## src/design/odac_pkg.sv

```systemverilog
package odac_pkg;

  // register offsets on the serial port
  localparam logic [14:0] OFS_OVERRANGE_LEVEL = 15'h0211;
  localparam logic [14:0] OFS_OVERRANGE_CONTROL = 15'h0213;
  localparam logic [14:0] OFS_STARTUP_STATE = 15'h0270;
  localparam logic [14:0] OFS_POWER_PROFILE_TWO = 15'h029a;

  // reset values
  localparam logic [7:0] RST_OVERRANGE_THRESHOLD = 8'hf2;
  localparam logic [7:0] RST_OVERRANGE_CONTROL = 8'h07;
  localparam logic [7:0] RST_POWER_PROFILE_TWO = 8'h0f;

  // power profile codes
  localparam logic [7:0] PROFILE_LOW_POWER = 8'h06;
  localparam logic [7:0] PROFILE_HIGH_PERF = 8'h0f;

  // overrange_config field positions
  localparam int CFG_ENABLE_BIT = 3;
  localparam int CFG_EXP_LSB = 0;
  localparam int CFG_EXP_W = 3;

  // minimum pulse is HOLD_BASE << exponent sampling cycles
  localparam int HOLD_BASE = 4;
  localparam int HOLD_CNT_W = 10;

  // serial frame: 1 direction bit, 15 address bits, 8 data bits
  localparam int SPI_ADDR_W = 15;
  localparam int SPI_FRAME_BITS = 24;
  localparam logic [4:0] SPI_LAST_HDR_BIT = 5'd15;
  localparam logic [4:0] SPI_LAST_BIT = 5'd23;

  // cycles of internal initialization sequencing after reset
  localparam int INIT_CYCLES = 1024;

  typedef struct packed {
    logic rd;
    logic [SPI_ADDR_W-1:0] addr;
    logic [7:0] data;
  } odac_spi_frame_t;

  typedef struct packed {
    logic [3:0] reserved;
    logic enable;
    logic [CFG_EXP_W-1:0] hold_exp;
  } odac_overrange_config_t;

endpackage : odac_pkg

```

## src/design/odac_top.sv

```systemverilog
`timescale 1ns/1ns
module odac_top #(
  parameter int SAMPLE_W = 9,
  parameter int INIT_CYCLES = odac_pkg::INIT_CYCLES
) (
  input wire logic i_ref_clk, // sampling clock, 100 MHz
  input wire logic i_rst_b, // async reset, active low
  input wire logic [SAMPLE_W-1:0] i_sample_a, // channel a sample
  input wire logic [SAMPLE_W-1:0] i_sample_b, // channel b sample
  input wire logic [SAMPLE_W-1:0] i_sample_c, // channel c sample
  input wire logic [SAMPLE_W-1:0] i_sample_d, // channel d sample
  input wire logic i_spi_cs_b, // serial chip select, active low
  input wire logic i_spi_sclk, // serial clock, sampled
  input wire logic i_spi_sdi, // serial data in
  output logic o_spi_sdo, // serial data out
  output logic o_overrange_out_a, // channel a over-range
  output logic o_overrange_out_b, // channel b over-range
  output logic o_overrange_out_c, // channel c over-range
  output logic o_overrange_out_d, // channel d over-range
  output logic [7:0] o_power_profile_code_two, // current profile code
  output logic o_init_done // initialization complete
);

  localparam int NCH = 4;
  localparam int INIT_W = $clog2(INIT_CYCLES + 1);

  logic [7:0] threshold_q;
  odac_pkg::odac_overrange_config_t cfg_q;
  logic [7:0] profile_q;
  logic [INIT_W-1:0] init_cnt_q;
  logic sclk_q;
  logic [4:0] bit_cnt_q;
  logic [odac_pkg::SPI_FRAME_BITS-1:0] rx_q;
  logic [7:0] tx_q;
  logic [NCH-1:0] ovr;
  logic [NCH*SAMPLE_W-1:0] samples;

  wire sclk_rise = !i_spi_cs_b & i_spi_sclk & !sclk_q;
  wire sclk_fall = !i_spi_cs_b & !i_spi_sclk & sclk_q;
  wire [odac_pkg::SPI_FRAME_BITS-1:0] rx_next = {rx_q[odac_pkg::SPI_FRAME_BITS-2:0], i_spi_sdi};
  odac_pkg::odac_spi_frame_t frame;
  assign frame = rx_next;
  wire hdr_done = sclk_rise & (bit_cnt_q == odac_pkg::SPI_LAST_HDR_BIT);
  wire wr_commit = sclk_rise & (bit_cnt_q == odac_pkg::SPI_LAST_BIT) & !frame.rd;
  wire [odac_pkg::SPI_ADDR_W-1:0] hdr_addr = rx_next[odac_pkg::SPI_ADDR_W-1:0];
  wire wr_level = wr_commit & (frame.addr == odac_pkg::OFS_OVERRANGE_LEVEL);
  wire wr_cfg = wr_commit & (frame.addr == odac_pkg::OFS_OVERRANGE_CONTROL);
  wire code_ok = (frame.data == odac_pkg::PROFILE_LOW_POWER) || (frame.data == odac_pkg::PROFILE_HIGH_PERF);
  wire wr_profile = wr_commit & (frame.addr == odac_pkg::OFS_POWER_PROFILE_TWO) & code_ok;
  wire init_done = (init_cnt_q == INIT_W'(INIT_CYCLES));

  // read address decode, taken from the header as it completes
  wire rd_sel_level = (hdr_addr == odac_pkg::OFS_OVERRANGE_LEVEL);
  wire rd_sel_cfg = (hdr_addr == odac_pkg::OFS_OVERRANGE_CONTROL);
  wire rd_sel_state = (hdr_addr == odac_pkg::OFS_STARTUP_STATE);
  wire rd_sel_profile = (hdr_addr == odac_pkg::OFS_POWER_PROFILE_TWO);

  // read mux; unmapped addresses return zero
  logic [7:0] rdata;
  assign rdata = rd_sel_level ? threshold_q :
                 rd_sel_cfg ? cfg_q :
                 rd_sel_state ? {7'h00, init_done} :
                 rd_sel_profile ? profile_q : 8'h00;

  always_ff @(posedge i_ref_clk or negedge i_rst_b) begin
    if (!i_rst_b) begin
      init_cnt_q <= '0;
    end else if (!init_done) begin
      init_cnt_q <= init_cnt_q + 1'b1;
    end
  end

  // serial shifter: mode 0, msb first, sdo changes on falling edges
  always_ff @(posedge i_ref_clk or negedge i_rst_b) begin
    if (!i_rst_b) begin
      sclk_q <= 1'b0;
      bit_cnt_q <= '0;
      rx_q <= '0;
      tx_q <= '0;
      o_spi_sdo <= 1'b0;
    end else begin
      sclk_q <= i_spi_sclk;
      if (i_spi_cs_b) begin
        bit_cnt_q <= '0;
      end else if (sclk_rise) begin
        rx_q <= rx_next;
        bit_cnt_q <= (bit_cnt_q == odac_pkg::SPI_LAST_BIT) ? '0 : bit_cnt_q + 1'b1;
      end
      if (hdr_done) begin
        tx_q <= rdata;
      end else if (sclk_fall && bit_cnt_q > odac_pkg::SPI_LAST_HDR_BIT) begin
        o_spi_sdo <= tx_q[7];
        tx_q <= {tx_q[6:0], 1'b0};
      end
    end
  end

  always_ff @(posedge i_ref_clk or negedge i_rst_b) begin
    if (!i_rst_b) begin
      threshold_q <= odac_pkg::RST_OVERRANGE_THRESHOLD;
      cfg_q <= odac_pkg::RST_OVERRANGE_CONTROL;
      profile_q <= odac_pkg::RST_POWER_PROFILE_TWO;
    end else begin
      if (wr_level) begin
        threshold_q <= frame.data;
      end
      if (wr_cfg) begin
        cfg_q <= frame.data;
      end
      if (wr_profile) begin
        profile_q <= frame.data;
      end
    end
  end

  assign samples = {i_sample_d, i_sample_c, i_sample_b, i_sample_a};

  generate
    for (genvar ch = 0; ch < NCH; ch++) begin : g_ch
      odac_stretch #(
        .SAMPLE_W(SAMPLE_W)
      ) u_stretch (
        .i_ref_clk(i_ref_clk),
        .i_rst_b(i_rst_b),
        .i_sample(samples[ch*SAMPLE_W +: SAMPLE_W]),
        .i_threshold(threshold_q),
        .i_enable(cfg_q.enable),
        .i_hold_exp(cfg_q.hold_exp),
        .o_out(ovr[ch])
      );
      chk_chan_gate: assert property (@(posedge i_ref_clk) disable iff (!i_rst_b)
        !cfg_q.enable |=> !ovr[ch])
        else $error("channel over-range output high while disabled");
    end
  endgenerate

  assign o_overrange_out_a = ovr[0];
  assign o_overrange_out_b = ovr[1];
  assign o_overrange_out_c = ovr[2];
  assign o_overrange_out_d = ovr[3];
  assign o_power_profile_code_two = profile_q;

  always_ff @(posedge i_ref_clk or negedge i_rst_b) begin
    if (!i_rst_b) begin
      o_init_done <= 1'b0;
    end else begin
      o_init_done <= init_done;
    end
  end

  chk_profile_legal: assert property (@(posedge i_ref_clk) disable iff (!i_rst_b)
    (profile_q == odac_pkg::PROFILE_LOW_POWER) || (profile_q == odac_pkg::PROFILE_HIGH_PERF))
    else $error("power profile holds a reserved code");
  chk_profile_keep: assert property (@(posedge i_ref_clk) disable iff (!i_rst_b)
    (wr_commit && frame.addr == odac_pkg::OFS_POWER_PROFILE_TWO && !code_ok) |=> $stable(profile_q))
    else $error("reserved profile code was taken");
  chk_init_wait: assert property (@(posedge i_ref_clk) disable iff (!i_rst_b)
    (init_cnt_q < INIT_W'(INIT_CYCLES)) |=> !o_init_done) else $error("init done reported early");
  chk_level_write: assert property (@(posedge i_ref_clk) disable iff (!i_rst_b)
    wr_level |=> (threshold_q == $past(frame.data))) else $error("threshold write lost");
  chk_level_keep: assert property (@(posedge i_ref_clk) disable iff (!i_rst_b)
    !wr_level |=> $stable(threshold_q))
    else $error("threshold changed without a write");

  // configuration and profile registers change only on a committed write
  chk_cfg_write: assert property (@(posedge i_ref_clk) disable iff (!i_rst_b)
    wr_cfg |=> (cfg_q == $past(frame.data)))
    else $error("config write lost");
  chk_cfg_keep: assert property (@(posedge i_ref_clk) disable iff (!i_rst_b)
    !wr_cfg |=> $stable(cfg_q))
    else $error("config changed without a write");
  chk_profile_write: assert property (@(posedge i_ref_clk) disable iff (!i_rst_b)
    wr_profile |=> (profile_q == $past(frame.data)))
    else $error("legal profile code not taken");
  chk_profile_hold: assert property (@(posedge i_ref_clk) disable iff (!i_rst_b)
    !wr_profile |=> $stable(profile_q))
    else $error("profile changed without a legal write");

  // startup status: counts up, then reports done and stays done
  chk_init_count: assert property (@(posedge i_ref_clk) disable iff (!i_rst_b)
    !init_done |=> (init_cnt_q == $past(init_cnt_q) + 1'b1))
    else $error("init counter did not advance");
  chk_init_rise: assert property (@(posedge i_ref_clk) disable iff (!i_rst_b)
    init_done |=> o_init_done)
    else $error("init done not reported");
  chk_init_sticky: assert property (@(posedge i_ref_clk) disable iff (!i_rst_b)
    o_init_done |=> o_init_done)
    else $error("init done dropped");

  // read path: byte loaded at header end, shifted out on falling edges
  chk_read_load: assert property (@(posedge i_ref_clk) disable iff (!i_rst_b)
    hdr_done |=> (tx_q == $past(rdata)))
    else $error("read byte not loaded");
  chk_status_read: assert property (@(posedge i_ref_clk) disable iff (!i_rst_b)
    (hdr_done && rd_sel_state) |=> (tx_q == {7'h00, $past(init_done)}))
    else $error("status byte wrong");
  chk_sdo_shift: assert property (@(posedge i_ref_clk) disable iff (!i_rst_b)
    (sclk_fall && (bit_cnt_q > odac_pkg::SPI_LAST_HDR_BIT)) |=> (o_spi_sdo == $past(tx_q[7])))
    else $error("read bit not shifted out");
  chk_sdo_hold: assert property (@(posedge i_ref_clk) disable iff (!i_rst_b)
    !sclk_fall |=> $stable(o_spi_sdo))
    else $error("read bit changed between falling edges");
  cov_low_power: cover property (@(posedge i_ref_clk) disable iff (!i_rst_b)
    wr_profile && frame.data == odac_pkg::PROFILE_LOW_POWER);
  cov_init: cover property (@(posedge i_ref_clk) disable iff (!i_rst_b) $rose(o_init_done));
  cov_all_over: cover property (@(posedge i_ref_clk) disable iff (!i_rst_b) &ovr);
  cov_status_read: cover property (@(posedge i_ref_clk) disable iff (!i_rst_b)
    hdr_done && rd_sel_state && init_done);

endmodule : odac_top

```

## src/design/odac_stretch.sv

```systemverilog
`timescale 1ns/1ns
module odac_stretch #(
  parameter int SAMPLE_W = 9
) (
  input wire logic i_ref_clk, // sampling clock
  input wire logic i_rst_b, // async reset, active low
  input wire logic [SAMPLE_W-1:0] i_sample, // two's complement sample
  input wire logic [7:0] i_threshold, // level, 256 = full scale
  input wire logic i_enable, // over-range output enable
  input wire logic [odac_pkg::CFG_EXP_W-1:0] i_hold_exp, // hold exponent
  output logic o_out // stretched over-range flag
);

  logic [SAMPLE_W-1:0] mag;
  logic hit;
  logic [odac_pkg::HOLD_CNT_W-1:0] len_m1;
  logic [odac_pkg::HOLD_CNT_W-1:0] cnt_q;
  logic [odac_pkg::HOLD_CNT_W-1:0] cnt_d;
  logic out_d;

  // magnitude of -full scale is exactly 256
  assign mag = i_sample[SAMPLE_W-1] ? SAMPLE_W'(~i_sample + 1'b1) : i_sample;
  assign hit = (mag >= SAMPLE_W'(i_threshold));
  assign len_m1 = odac_pkg::HOLD_CNT_W'((odac_pkg::HOLD_BASE << i_hold_exp) - 1);
  assign out_d = i_enable & (hit | (o_out & (cnt_q != '0)));
  assign cnt_d = !i_enable ? '0 : hit ? len_m1 : (cnt_q != '0) ? cnt_q - 1'b1 : '0;

  always_ff @(posedge i_ref_clk or negedge i_rst_b) begin
    if (!i_rst_b) begin
      cnt_q <= '0;
      o_out <= 1'b0;
    end else begin
      cnt_q <= cnt_d;
      o_out <= out_d;
    end
  end

  chk_gate_low: assert property (@(posedge i_ref_clk) disable iff (!i_rst_b)
    !i_enable |=> !o_out) else $error("over-range output high while disabled");
  chk_hit_sets: assert property (@(posedge i_ref_clk) disable iff (!i_rst_b)
    (i_enable && hit) |=> o_out) else $error("threshold reached but output low");
  chk_no_false: assert property (@(posedge i_ref_clk) disable iff (!i_rst_b)
    (!hit && (cnt_q == '0)) |=> !o_out) else $error("output high without cause");
  chk_hold_min: assert property (@(posedge i_ref_clk) disable iff (!i_rst_b)
    (i_enable && i_hold_exp == 3'd0 && hit) ##1 i_enable[*3] |=>
    ($past(o_out, 3) && $past(o_out, 2) && $past(o_out) && o_out))
    else $error("minimum pulse of 4 cycles cut short");
  chk_hold_restart: assert property (@(posedge i_ref_clk) disable iff (!i_rst_b)
    (i_enable && hit && o_out) |=> (cnt_q == $past(len_m1))) else $error("hold count not restarted");
  cov_restart: cover property (@(posedge i_ref_clk) disable iff (!i_rst_b)
    o_out && cnt_q != '0 && hit && i_enable);

endmodule : odac_stretch

```

## config.mk

```make
export PLATFORM = sky130hd
export DESIGN_NAME = odac_top
export DESIGN_NICKNAME = d
export VERILOG_FILES = /design/src/design/odac_pkg.sv /design/src/design/odac_top.sv /design/src/design/odac_stretch.sv
export SDC_FILE = /design/constraint.sdc
export NUM_CORES = 1
export LEC_CHECK = 0
export BUFFER_PORTS_ARGS = -buffer_cell sky130_fd_sc_hd__buf_2
export CAP_MARGIN = 25
export CORE_MARGIN = 2
export CORE_UTILIZATION = 50
export DETAILED_ROUTE_END_ITERATION = 10
export PLACE_DENSITY = 0.76
export SLEW_MARGIN = 25
export SYNTH_ARGS = -nofsm -noshare
export SYNTH_HDL_FRONTEND = slang
export SYNTH_HIERARCHICAL = 1
export SYNTH_SLANG_ARGS = --single-unit
```

## constraint.sdc

```tcl
create_clock -name i_ref_clk -period 3.56 [get_ports i_ref_clk]
set_input_delay 0 -clock i_ref_clk [delete_from_list [all_inputs] [get_ports i_ref_clk]]
set_output_delay 0 -clock i_ref_clk [all_outputs]
set_load 0.02 [all_outputs]
```

==> out/summary.txt, run 1 <==
clock tree buffer depth = 2
Chip Width = 126 um
WL/cell = 15.7 um
Mean Syn Cell Area = 9.25 um^2
crit path DAT = 2810 ps
Tot GR Track Use = 21.8%
max-slew violation count = 0
fin nets = 944
CTS tree = yes
critical path type = register to register
post-synthesis simple-gate area fraction = 23.6%
RSZ-0062 raised after global routing = no
top layer in use = met4
vias in the first global route = 5842
worst r2r src = threshold_q[6]$_DFFE_PN1P_
Lkg Pwr = 3.97 nW
Syn Inst Count = 800
# placed instances = 1020
fin cells = 1056
compound-gate portion of the synthesized area = 12.6%
total CTS buffers = 17
total die area = 15800 um^2
Boundary Pins = 55
number of synthesized flops with an enable pin = 0
syn_nets = 885
adder-cell area share of the yosys netlist = 7.44%
vias per inst = 5.72
wire length on met2 = 8020 um
total chip power = 3.56 mW
global placement routability congestion = 0.826
Main synth FF type = dfrtp_1
H-tree level count = 4
startpoint types = register
highest clock rate = 404 MHz
max cap viols = 0
Period Utilization, post-route = 69.5%
n_diodes = 0
Synth Cell Area = 7400 um^2
Final min period = 2470 ps
cts repair resizes = 0
layout cell share with drive strength beyond 1 = 16.3%
count of final hold-check violations = 0
Hold WC Path Type = primary input to async pin
Reg area = 2970 um^2
clk sink count = 118
post-synthesis async set-or-reset flop share = 100%
#FFs+latches synth = 118
# DRC = 0
Area Growth Syn to Fin = 14.5%
largest family of logic cells by synthesized area = simple AND/OR/NAND/NOR gates
Crit. End Element = register
total number of vias = 6040
1st-iter DRT viols = 455
Port Buffers = 54
Pwr per Cell Area = 420 nW/um^2
initial core utilization = 51.1%
root buffer cell = clkbuf_16
row count = 44
Synth cell types = 56
Filler Cells Inserted = 1256
slew margin rel. = 40.9%
Metal-1 WL = 7620 um
final core occ = 58.5%
worst-path maximum fanout = 10
worst endpoint required time = 3900 ps
peak supply drop = 328 uV
grt ovf = 0
Worst setup startpoint = threshold_q[6]$_DFFE_PN1P_
DRT Pass-1 Iters = 5
Clock transition at path regs = 60 ps
final worst setup slack = 1090 ps
Synthesis Warnings = 6
Post-DP HPWL = 11300 um
Final setup viols = 0
Multi-input gate area = 4100 um^2
worst-margin pin slew = 886 ps
Design Area, Final = 8470 um^2
Post-Synth XOR/XNOR Area = 5.56%
Final Hold Slack = 247 ps
status = completed
Routed Antenna Nets = 0
largest net degree at the start of global routing = 71
dpl cell area = 7820 um^2
Routed WL = 16600 um
part of the Yosys area used for sequential elements = 40.1%
multiplexer share of the synthesized area = 6.25%
cts hold-fix bufs = 4
TNS Setup = 0 ps
initial antenna violation count = 0
routed wl met3 = 678 um
skew final = 7.96 ps
core area = 14500 um^2
first-pass GRT wire length = 28000 um
pre-CTS setup slack = 1090 ps
Clk Latency, worst-skew pair = 420 ps
Post-CTS Setup Bufs = 0
die height = 126 um
[area by class of cell]
cell class,instances,share of cell area (%)
inverters,57,2.52
multi-input cells,603,48.4
clock inverters,14,2.07
well taps,184,2.72
clock buffers,18,5.18
flip-flops and latches,118,35.1
repair buffers,62,4.05
[per-layer routing]
layer  vias to the layer above  track usage, %
li1                       2956               -
met1                      2922            29.0
met2                       139            35.7
met3                        23            5.14
met4                         0            6.67
met5                         -               0
[worst paths after layout]
path / endpoint / slack [ps] / depth (start not counted)
min in group i_ref_clk: g_ch[1].u_stretch/cnt_q[4]$_DFF_PN0_ / 250 / 6
worst max-delay path: g_ch[0].u_stretch/cnt_q[7]$_DFF_PN0_ / 1090 / 7
worst min register to register: init_cnt_q[10]$_DFFE_PN0P_ / 470 / 1
worst min-delay path: g_ch[2].u_stretch/o_out$_DFF_PN0_ / 250 / 2
max in group asynchronous: init_cnt_q[3]$_DFFE_PN0P_ / 2390 / 3
worst max register to register: g_ch[0].u_stretch/cnt_q[7]$_DFF_PN0_ / 1090 / 7
[sequential cells by signal, indices dropped and copies added, names as in the netlist]
name and count:
o_init_done 1, rx_q 23, cfg_q 8, g_ch.u_stretch/cnt_q 40, o_spi_sdo 1, bit_cnt_q 5, o_power_profile_code_two 8, sclk_q 1
threshold_q 8, tx_q 8, g_ch.u_stretch/o_out 4, init_cnt_q 11
[where the power goes]
| part | total, mW | leakage [nW] | internal, mW | switching [mW] |
|---|---|---|---|---|
| registers | 1.43 | 1.58 | 1.37 | 0.0568 |
| logic | 0.361 | 2.10 | 0.158 | 0.202 |
| clock network | 1.78 | 0.293 | 1.12 | 0.651 |
[worst max-delay path: stages (launching register included)]
cell and delay (ps):
dfstp_2 680, inv_1 80, ha_1 240, a211o_1 280
a21oi_1 110, o21ai_0 170, nor2_2 560, mux2i_1 270
[cell families (layout without fill, tap and decap cells)]
logic type	Yosys count	after routing
multiplexers	44	44
adder cells (fa/ha/maj)	44	44
flip-flops	118	118
XOR/XNOR	47	47
buffers and inverters	79	151
AND/OR/NAND/NOR	331	331
AO/OA/AOI/OAI	137	137
[synthesized netlist by cell type (all sizes together), types with 16 or more instances]
master / count / area [um^2]
nand2: 134 / 503
dfrtp: 106 / 2650
inv: 57 / 214
ha: 44 / 551
o21ai: 37 / 185
nand3: 35 / 195
nor2: 33 / 141
xnor2: 30 / 263
mux2i: 26 / 260
nor3: 23 / 120
o31ai: 21 / 158
mux2: 18 / 203
nor4: 17 / 136
xor2: 17 / 149
a21oi: 16 / 80.1
o21a: 16 / 120
[layout by cell type (no fill, tap or decap), types with 21 or more instances in the layout]
cell type and n:
nand2_1 134, dfrtp_1 105, inv_1 57, buf_2 53
ha_1 44, o21ai_0 33, nand3_1 31, xnor2_1 30
nor2_1 28, mux2i_1 26, nor3_1 22, o31ai_1 21
Note: power is estimated with default switching activity, not from simulation.
==> run 2, diff against run 1 <==
Settings changed: PLACE_DENSITY 0.76 to 0.79.
Clock period 3.56 ns to 2 ns, I/O delays scaled along.
==> out/summary.txt, run 2 (synthesized netlist as in run 1, its figures left out) <==
status = finished, violations left (was completed)
failing checks = setup timing
Port Buffers = 54 (unchanged)
largest net degree at the start of global routing = 70 (was 71)
Area Growth Syn to Fin = 36.1% (was 14.5%)
die height = 126 um (unchanged)
most common cell after layout, fill and taps aside = nand2_1 (unchanged)
first-pass GRT wire length = 32400 um (was 28000 um)
Critical R2R Capture = g_ch[0].u_stretch/cnt_q[4]$_DFF_PN0_ (was g_ch[0].u_stretch/cnt_q[7]$_DFF_PN0_)
grt ovf = 0 (unchanged)
vias in the first global route = 6764 (was 5842)
max reg flops = 40 (unchanged)
WL/cell = 17.4 um (was 15.7 um)
initial antenna violation count = 0 (unchanged)
worst r2r src = threshold_q[5]$_DFFE_PN1P_ (was threshold_q[6]$_DFFE_PN1P_)
RSZ-0062 raised after global routing = yes (was no)
Post-DP HPWL = 12300 um (was 11300 um)
Routed WL = 20500 um (was 16600 um)
Routed Antenna Nets = 0 (unchanged)
Hold WC Path Type = primary input to async pin (unchanged)
core area = 14500 um^2 (unchanged)
initial core utilization = 51.1% (unchanged)
total CTS buffers = 17 (unchanged)
max cap viols = 0 (unchanged)
crit path DAT = 2490 ps (was 2810 ps)
Final setup viols = 45 (was 0)
Period Utilization, post-route = 109% (was 69.5%)
global placement routability congestion = 0.901 (was 0.826)
worst endpoint required time = 2310 ps (was 3900 ps)
Clk Latency, worst-skew pair = 420 ps (about the same)
Final min period = 2180 ps (was 2470 ps)
vias per inst = 5.78 (was 5.72)
Crit. End Element = register (unchanged)
Chip Width = 126 um (unchanged)
count of final hold-check violations = 0 (unchanged)
n_diodes = 0 (unchanged)
total die area = 15800 um^2 (unchanged)
1st-iter DRT viols = 538 (was 455)
worst-path maximum fanout = 5 (was 10)
row count = 44 (unchanged)
Clock transition at path regs = 60 ps (about the same)
Pwr per Cell Area = 671 nW/um^2 (was 420 nW/um^2)
critical path type = register to register (unchanged)
H-tree level count = 4 (unchanged)
clock tree buffer depth = 2 (unchanged)
skew final = 8.62 ps (was 7.96 ps)
flop-to-flop setup slack = -180 ps (was 1090 ps)
DRT Pass-1 Iters = 6 (was 5)
biggest regs = g_ch.u_stretch/cnt_q (40), rx_q (23), init_cnt_q (11) (unchanged)
Boundary Pins = 55 (unchanged)
final worst setup slack = -184 ps (was 1090 ps)
reg2reg path depth = 7 (unchanged)
most frequent cells in the layout = 129 x nand2_1, 116 x buf_4, 103 x dfrtp_1, 53 x buf_2, 44 x inv_1 (was 134 x nand2_1, 105 x dfrtp_1, 57 x inv_1, 53 x buf_2, 44 x ha_1)
slew margin rel. = 59.2% (was 40.9%)
fin nets = 1065 (was 944)
Most flops, register = g_ch.u_stretch/cnt_q (unchanged)
CTS tree = yes (unchanged)
# DRC = 0 (unchanged)
startpoint types = register (unchanged)
layout cell share with drive strength beyond 1 = 36.5% (was 16.3%)
Filler Cells Inserted = 1000 (was 1256)
total number of vias = 6804 (was 6040)
highest clock rate = 458 MHz (was 404 MHz)
root buffer cell = clkbuf_16 (unchanged)
peak supply drop = 607 uV (was 328 uV)
total chip power = 6.76 mW (was 3.56 mW)
max-slew violation count = 0 (unchanged)
clk sink count = 118 (unchanged)
Final Hold Slack = 61.1 ps (was 247 ps)
Tot GR Track Use = 25.3% (was 21.8%)
worst-margin pin slew = 612 ps (was 886 ps)
Lkg Pwr = 4.64 nW (was 3.97 nW)
-- run 2: cell count changes in the layout (fill, tap and decap cells not counted), moves of 10 or more --
cell | previous run | this run
ha_1 | 44 | 25
nand3_2 | 4 | 14
ha_4 | 0 | 13
nand3_1 | 31 | 21
inv_2 | 0 | 13
buf_4 | 5 | 116
inv_1 | 57 | 44
-- run 2: where the power goes --
group	internal, mW	switching, mW
Clock	2.15	1.08
Combinational	0.495	0.522
Sequential	2.44	0.0705
-- run 2: metrics by stage --
stage / std cells / TNS (ps) / cell area [um^2] / worst slack, ps / utilization (%)
floorplan: 800 / -834 / 7410 / -49.0 / -
global placement: 1116 / -3480 / 8610 / -198 / 59.5
detailed placement: 1116 / -6830 / 8610 / -292 / 59.5
CTS: 1170 / -960 / 9710 / -75.1 / 67.1
global route: 1177 / -5600 / 10100 / -188 / 69.6
finish: 1177 / -2440 / 10100 / -184 / 69.6
-- run 2: routing by layer --
metal / vias to the layer above / global-route usage [%] / part of all wire (%)
li1: 3193 / - / -
met1: 3315 / 30.7 / 41
met2: 214 / 43.5 / 50
met3: 82 / 4.89 / 4.6
met4: 0 / 11.5 / 4.1
met5: - / 0 / 0
-- run 2: worst max-delay path, cell delays in order (launching register included) --
cell and delay [ps]:
dfstp_2 630, inv_2 80, ha_4 250, a211o_1 290, a21oi_2 190, o21ai_2 110
or3_1 330, and3_1 200
-- run 2: cell type report --
class	count	area, um^2	share of cell area, %
Multi-Input combinational cell	603	4680	46.5
Sequential cell	118	2970	29.5
Timing Repair Buffer	183	1360	13.5
Clock buffer	24	472	4.68
Tap cell	184	230	2.29
Inverter	57	214	2.12
Clock inverter	8	148	1.47
-- run 2: how the worst max path moves through the flow --
| stage | startpoint | to | slack [ps] | depth (start not counted) |
|---|---|---|---|---|
| floorplan | g_ch[0].u_stretch/cnt_q[0]$_DFF_PN0_ | g_ch[0].u_stretch/cnt_q[2]$_DFF_PN0_ | -50 | 8 |
| global placement | i_sample_d[4] | g_ch[3].u_stretch/cnt_q[4]$_DFF_PN0_ | -200 | 11 |
| detailed placement | i_sample_d[4] | g_ch[3].u_stretch/cnt_q[4]$_DFF_PN0_ | -290 | 11 |
| CTS | threshold_q[5]$_DFFE_PN1P_ | g_ch[3].u_stretch/cnt_q[4]$_DFF_PN0_ | -80 | 7 |
| global route | threshold_q[4]$_DFFE_PN1P_ | g_ch[0].u_stretch/cnt_q[4]$_DFF_PN0_ | -190 | 7 |
| finish | threshold_q[5]$_DFFE_PN1P_ | g_ch[0].u_stretch/cnt_q[4]$_DFF_PN0_ | -180 | 7 |
-- run 2: timing repair --
| item | 4_1_cts | 5_1_grt |
|---|---|---|
| gates resized for setup | 66 | 65 |
| gates cloned | 1 | 1 |
| setup buffers | 19 | 6 |
| hold buffers | 4 | 0 |
| pin swaps | 35 | 27 |
| endpoints found under the setup margin | 51 | 59 |
| hold endpoints to repair | 111 | 0 |
==> run 3, diff against run 2 <==
==> constraint.sdc (replaced) <==
create_clock -name i_ref_clk -period 2 [get_ports i_ref_clk]
set_input_delay 0.1 -clock i_ref_clk [delete_from_list [all_inputs] [get_ports i_ref_clk]]
set_output_delay 0.1 -clock i_ref_clk [all_outputs]
set_load 0.02 [all_outputs]
==> out/summary.txt, run 3 (synthesized netlist as in run 1, its figures left out) <==
status = finished, violations left (unchanged)
failing checks = setup timing (unchanged)
CP cell instances = inv_2 -> ha_4 -> o21a_1 -> a21oi_2 -> o21ai_2 -> nor2_4 -> mux2i_1 (was inv_2 -> ha_4 -> a211o_1 -> a21oi_2 -> o21ai_2 -> or3_1 -> and3_1)
crit path DAT = 2450 ps (was 2490 ps)
worst-path maximum fanout = 6 (was 5)
flop-to-flop setup slack = -140 ps (was -180 ps)
Clock transition at path regs = 50 ps (was 60 ps)
DRT Pass-1 Iters = 6 (unchanged)
first-pass GRT wire length = 32100 um (was 32400 um)
global placement routability congestion = 0.868 (was 0.901)
CP endpoint = g_ch[3].u_stretch/cnt_q[2]$_DFF_PN0_ (was g_ch[0].u_stretch/cnt_q[4]$_DFF_PN0_)
max cap viols = 0 (unchanged)
critical path type = register to register (unchanged)
Chip Width = 126 um (unchanged)
core area = 14500 um^2 (unchanged)
largest net degree at the start of global routing = 51 (was 70)
reg2reg path depth = 7 (unchanged)
Routed WL = 21100 um (was 20500 um)
Hold WC Path Type = primary input to register (was primary input to async pin)
n_diodes = 0 (unchanged)
biggest regs = g_ch.u_stretch/cnt_q (40), rx_q (23), init_cnt_q (11) (unchanged)
layout cell share with drive strength beyond 1 = 37.7% (was 36.5%)
clock tree buffer depth = 2 (unchanged)
highest clock rate = 467 MHz (was 458 MHz)
1st-iter DRT viols = 451 (was 538)
CP max stage cell = dfstp_2 (unchanged)
Port Buffers = 54 (unchanged)
slew margin rel. = 60.4% (was 59.2%)
Filler Cells Inserted = 991 (was 1000)
Lkg Pwr = 4.67 nW (was 4.64 nW)
startpoint types = register (unchanged)
max reg flops = 40 (unchanged)
Routed Antenna Nets = 0 (unchanged)
Crit. End Element = register (unchanged)
total die area = 15800 um^2 (unchanged)
CTS tree = yes (unchanged)
count of final hold-check violations = 0 (unchanged)
worst endpoint required time = 2310 ps (about the same)
Final min period = 2140 ps (was 2180 ps)
vias per inst = 5.78 (about the same)
final core occ = 69.7% (was 69.6%)
total number of vias = 6811 (was 6804)
max-slew violation count = 0 (unchanged)
most common cell after layout, fill and taps aside = nand2_1 (unchanged)
Critical R2R Capture = g_ch[3].u_stretch/cnt_q[2]$_DFF_PN0_ (was g_ch[0].u_stretch/cnt_q[4]$_DFF_PN0_)
Levels on crit path = 7 (unchanged)
Clk Latency, worst-skew pair = 420 ps (about the same)
initial core utilization = 51.1% (unchanged)
worst r2r src = threshold_q[6]$_DFFE_PN1P_ (was threshold_q[5]$_DFFE_PN1P_)
Tot GR Track Use = 25.2% (was 25.3%)
TNS Setup = -2640 ps (was -2440 ps)
die height = 126 um (unchanged)
total CTS buffers = 17 (unchanged)
root buffer cell = clkbuf_16 (unchanged)
most frequent cells in the layout = 129 x nand2_1, 108 x buf_4, 103 x dfrtp_1, 54 x buf_2, 39 x inv_1 (was 129 x nand2_1, 116 x buf_4, 103 x dfrtp_1, 53 x buf_2, 44 x inv_1)
# DRC = 0 (unchanged)
vias in the first global route = 6736 (was 6764)
initial antenna violation count = 0 (unchanged)
Post-DP HPWL = 12400 um (was 12300 um)
H-tree level count = 4 (unchanged)
WL/cell = 17.9 um (was 17.4 um)
peak supply drop = 515 uV (was 607 uV)
skew final = 9.27 ps (was 8.62 ps)
fin nets = 1066 (was 1065)
Area Growth Syn to Fin = 36.3% (was 36.1%)
Buf/Inv on CP = 1 (unchanged)
Largest delay share family, worst path = flip-flops (unchanged)
Period Utilization, post-route = 107% (was 109%)
worst-margin pin slew = 594 ps (was 612 ps)
grt ovf = 0 (unchanged)
Worst setup startpoint = threshold_q[6]$_DFFE_PN1P_ (was threshold_q[5]$_DFFE_PN1P_)
Pwr per Cell Area = 640 nW/um^2 (was 671 nW/um^2)
RSZ-0062 raised after global routing = yes (unchanged)
Most flops, register = g_ch.u_stretch/cnt_q (unchanged)
Final setup viols = 37 (was 45)
Boundary Pins = 55 (unchanged)
clk sink count = 118 (unchanged)
row count = 44 (unchanged)
CP peak stage delay = 690 ps (was 630 ps)
final worst setup slack = -142 ps (was -184 ps)
==> run 3: stage by stage <==
stage | area [um^2] | hold WS [ps] | std cells | power (mW) | worst slack (ps)
2_1_floorplan | 7430 | -196 | 800 | 2.99 | -49.0
3_3_place_gp | 8640 | 64.7 | 1121 | 3.31 | -376
3_5_place_dp | 8640 | 67.6 | 1121 | 3.34 | -493
4_1_cts | 9700 | 0.640 | 1169 | 6.35 | -119
5_1_grt | 10100 | 38.7 | 1178 | 6.72 | -210
6_report | 10100 | 24.3 | 1178 | 6.46 | -142
==> run 3: tightest hold or removal path: cells and delay by family <==
family	cells	cell delay, ps
buf+inv	1	180
simple gates	2	130
==> run 3: final cells by class <==
class                      instances  area, um^2  area share (%)
tap                              184         230            2.28
sequential                       118        2970            29.4
timing repair buffer             184        1360            13.4
clock inverter                     9        78.8           0.781
inverter                          57         216            2.14
clock buffer                      23         478            4.74
multi-input combinational        603        4760            47.2
==> run 3: worst min-delay path by stage <==
stage               startpoint                              endpoint  slack, ps  depth (start not counted)
finish               i_spi_sdi                   rx_q[0]$_DFFE_PN0P_         20                          3
floorplan              i_rst_b              bit_cnt_q[0]$_DFFE_PN0P_       -200                          0
global placement       i_rst_b  g_ch[2].u_stretch/cnt_q[1]$_DFF_PN0_         60                          1
CTS                  i_spi_sdi                   rx_q[0]$_DFFE_PN0P_        0.6                          3
global route         i_spi_sdi                   rx_q[0]$_DFFE_PN0P_         40                          3
detailed placement     i_rst_b  g_ch[2].u_stretch/cnt_q[0]$_DFF_PN0_         70                          1
==> run 3: repair_timing <==
item                                    in CTS  in global routing
gates resized for setup                     83                 66
pin swaps                                   56                 43
hold buffers                                 3                  0
gates cloned                                 1                  0
endpoints found under the setup margin      53                 64
endpoints found under the hold margin       29                  0
buffers inserted                            12                 10
==> run 3: layer usage <==
metal / share of wire (%) / up-vias / routed length [um] / global-route usage, %
met3: 4.6 / 66 / 963 / 4.76
met2: 52 / 241 / 11000 / 43.3
met1: 40 / 3309 / 8400 / 30.4
li1: - / 3195 / - / -
met4: 3.5 / 0 / 744 / 12.3
met5: 0 / - / 0 / 0
==> run 3: where the power goes <==
group	leakage, nW	internal, mW	switching, mW
Sequential	1.57	2.44	0.0774
Combinational	2.82	0.517	0.544
Clock	0.273	1.79	1.09
Total	4.67	4.75	1.71
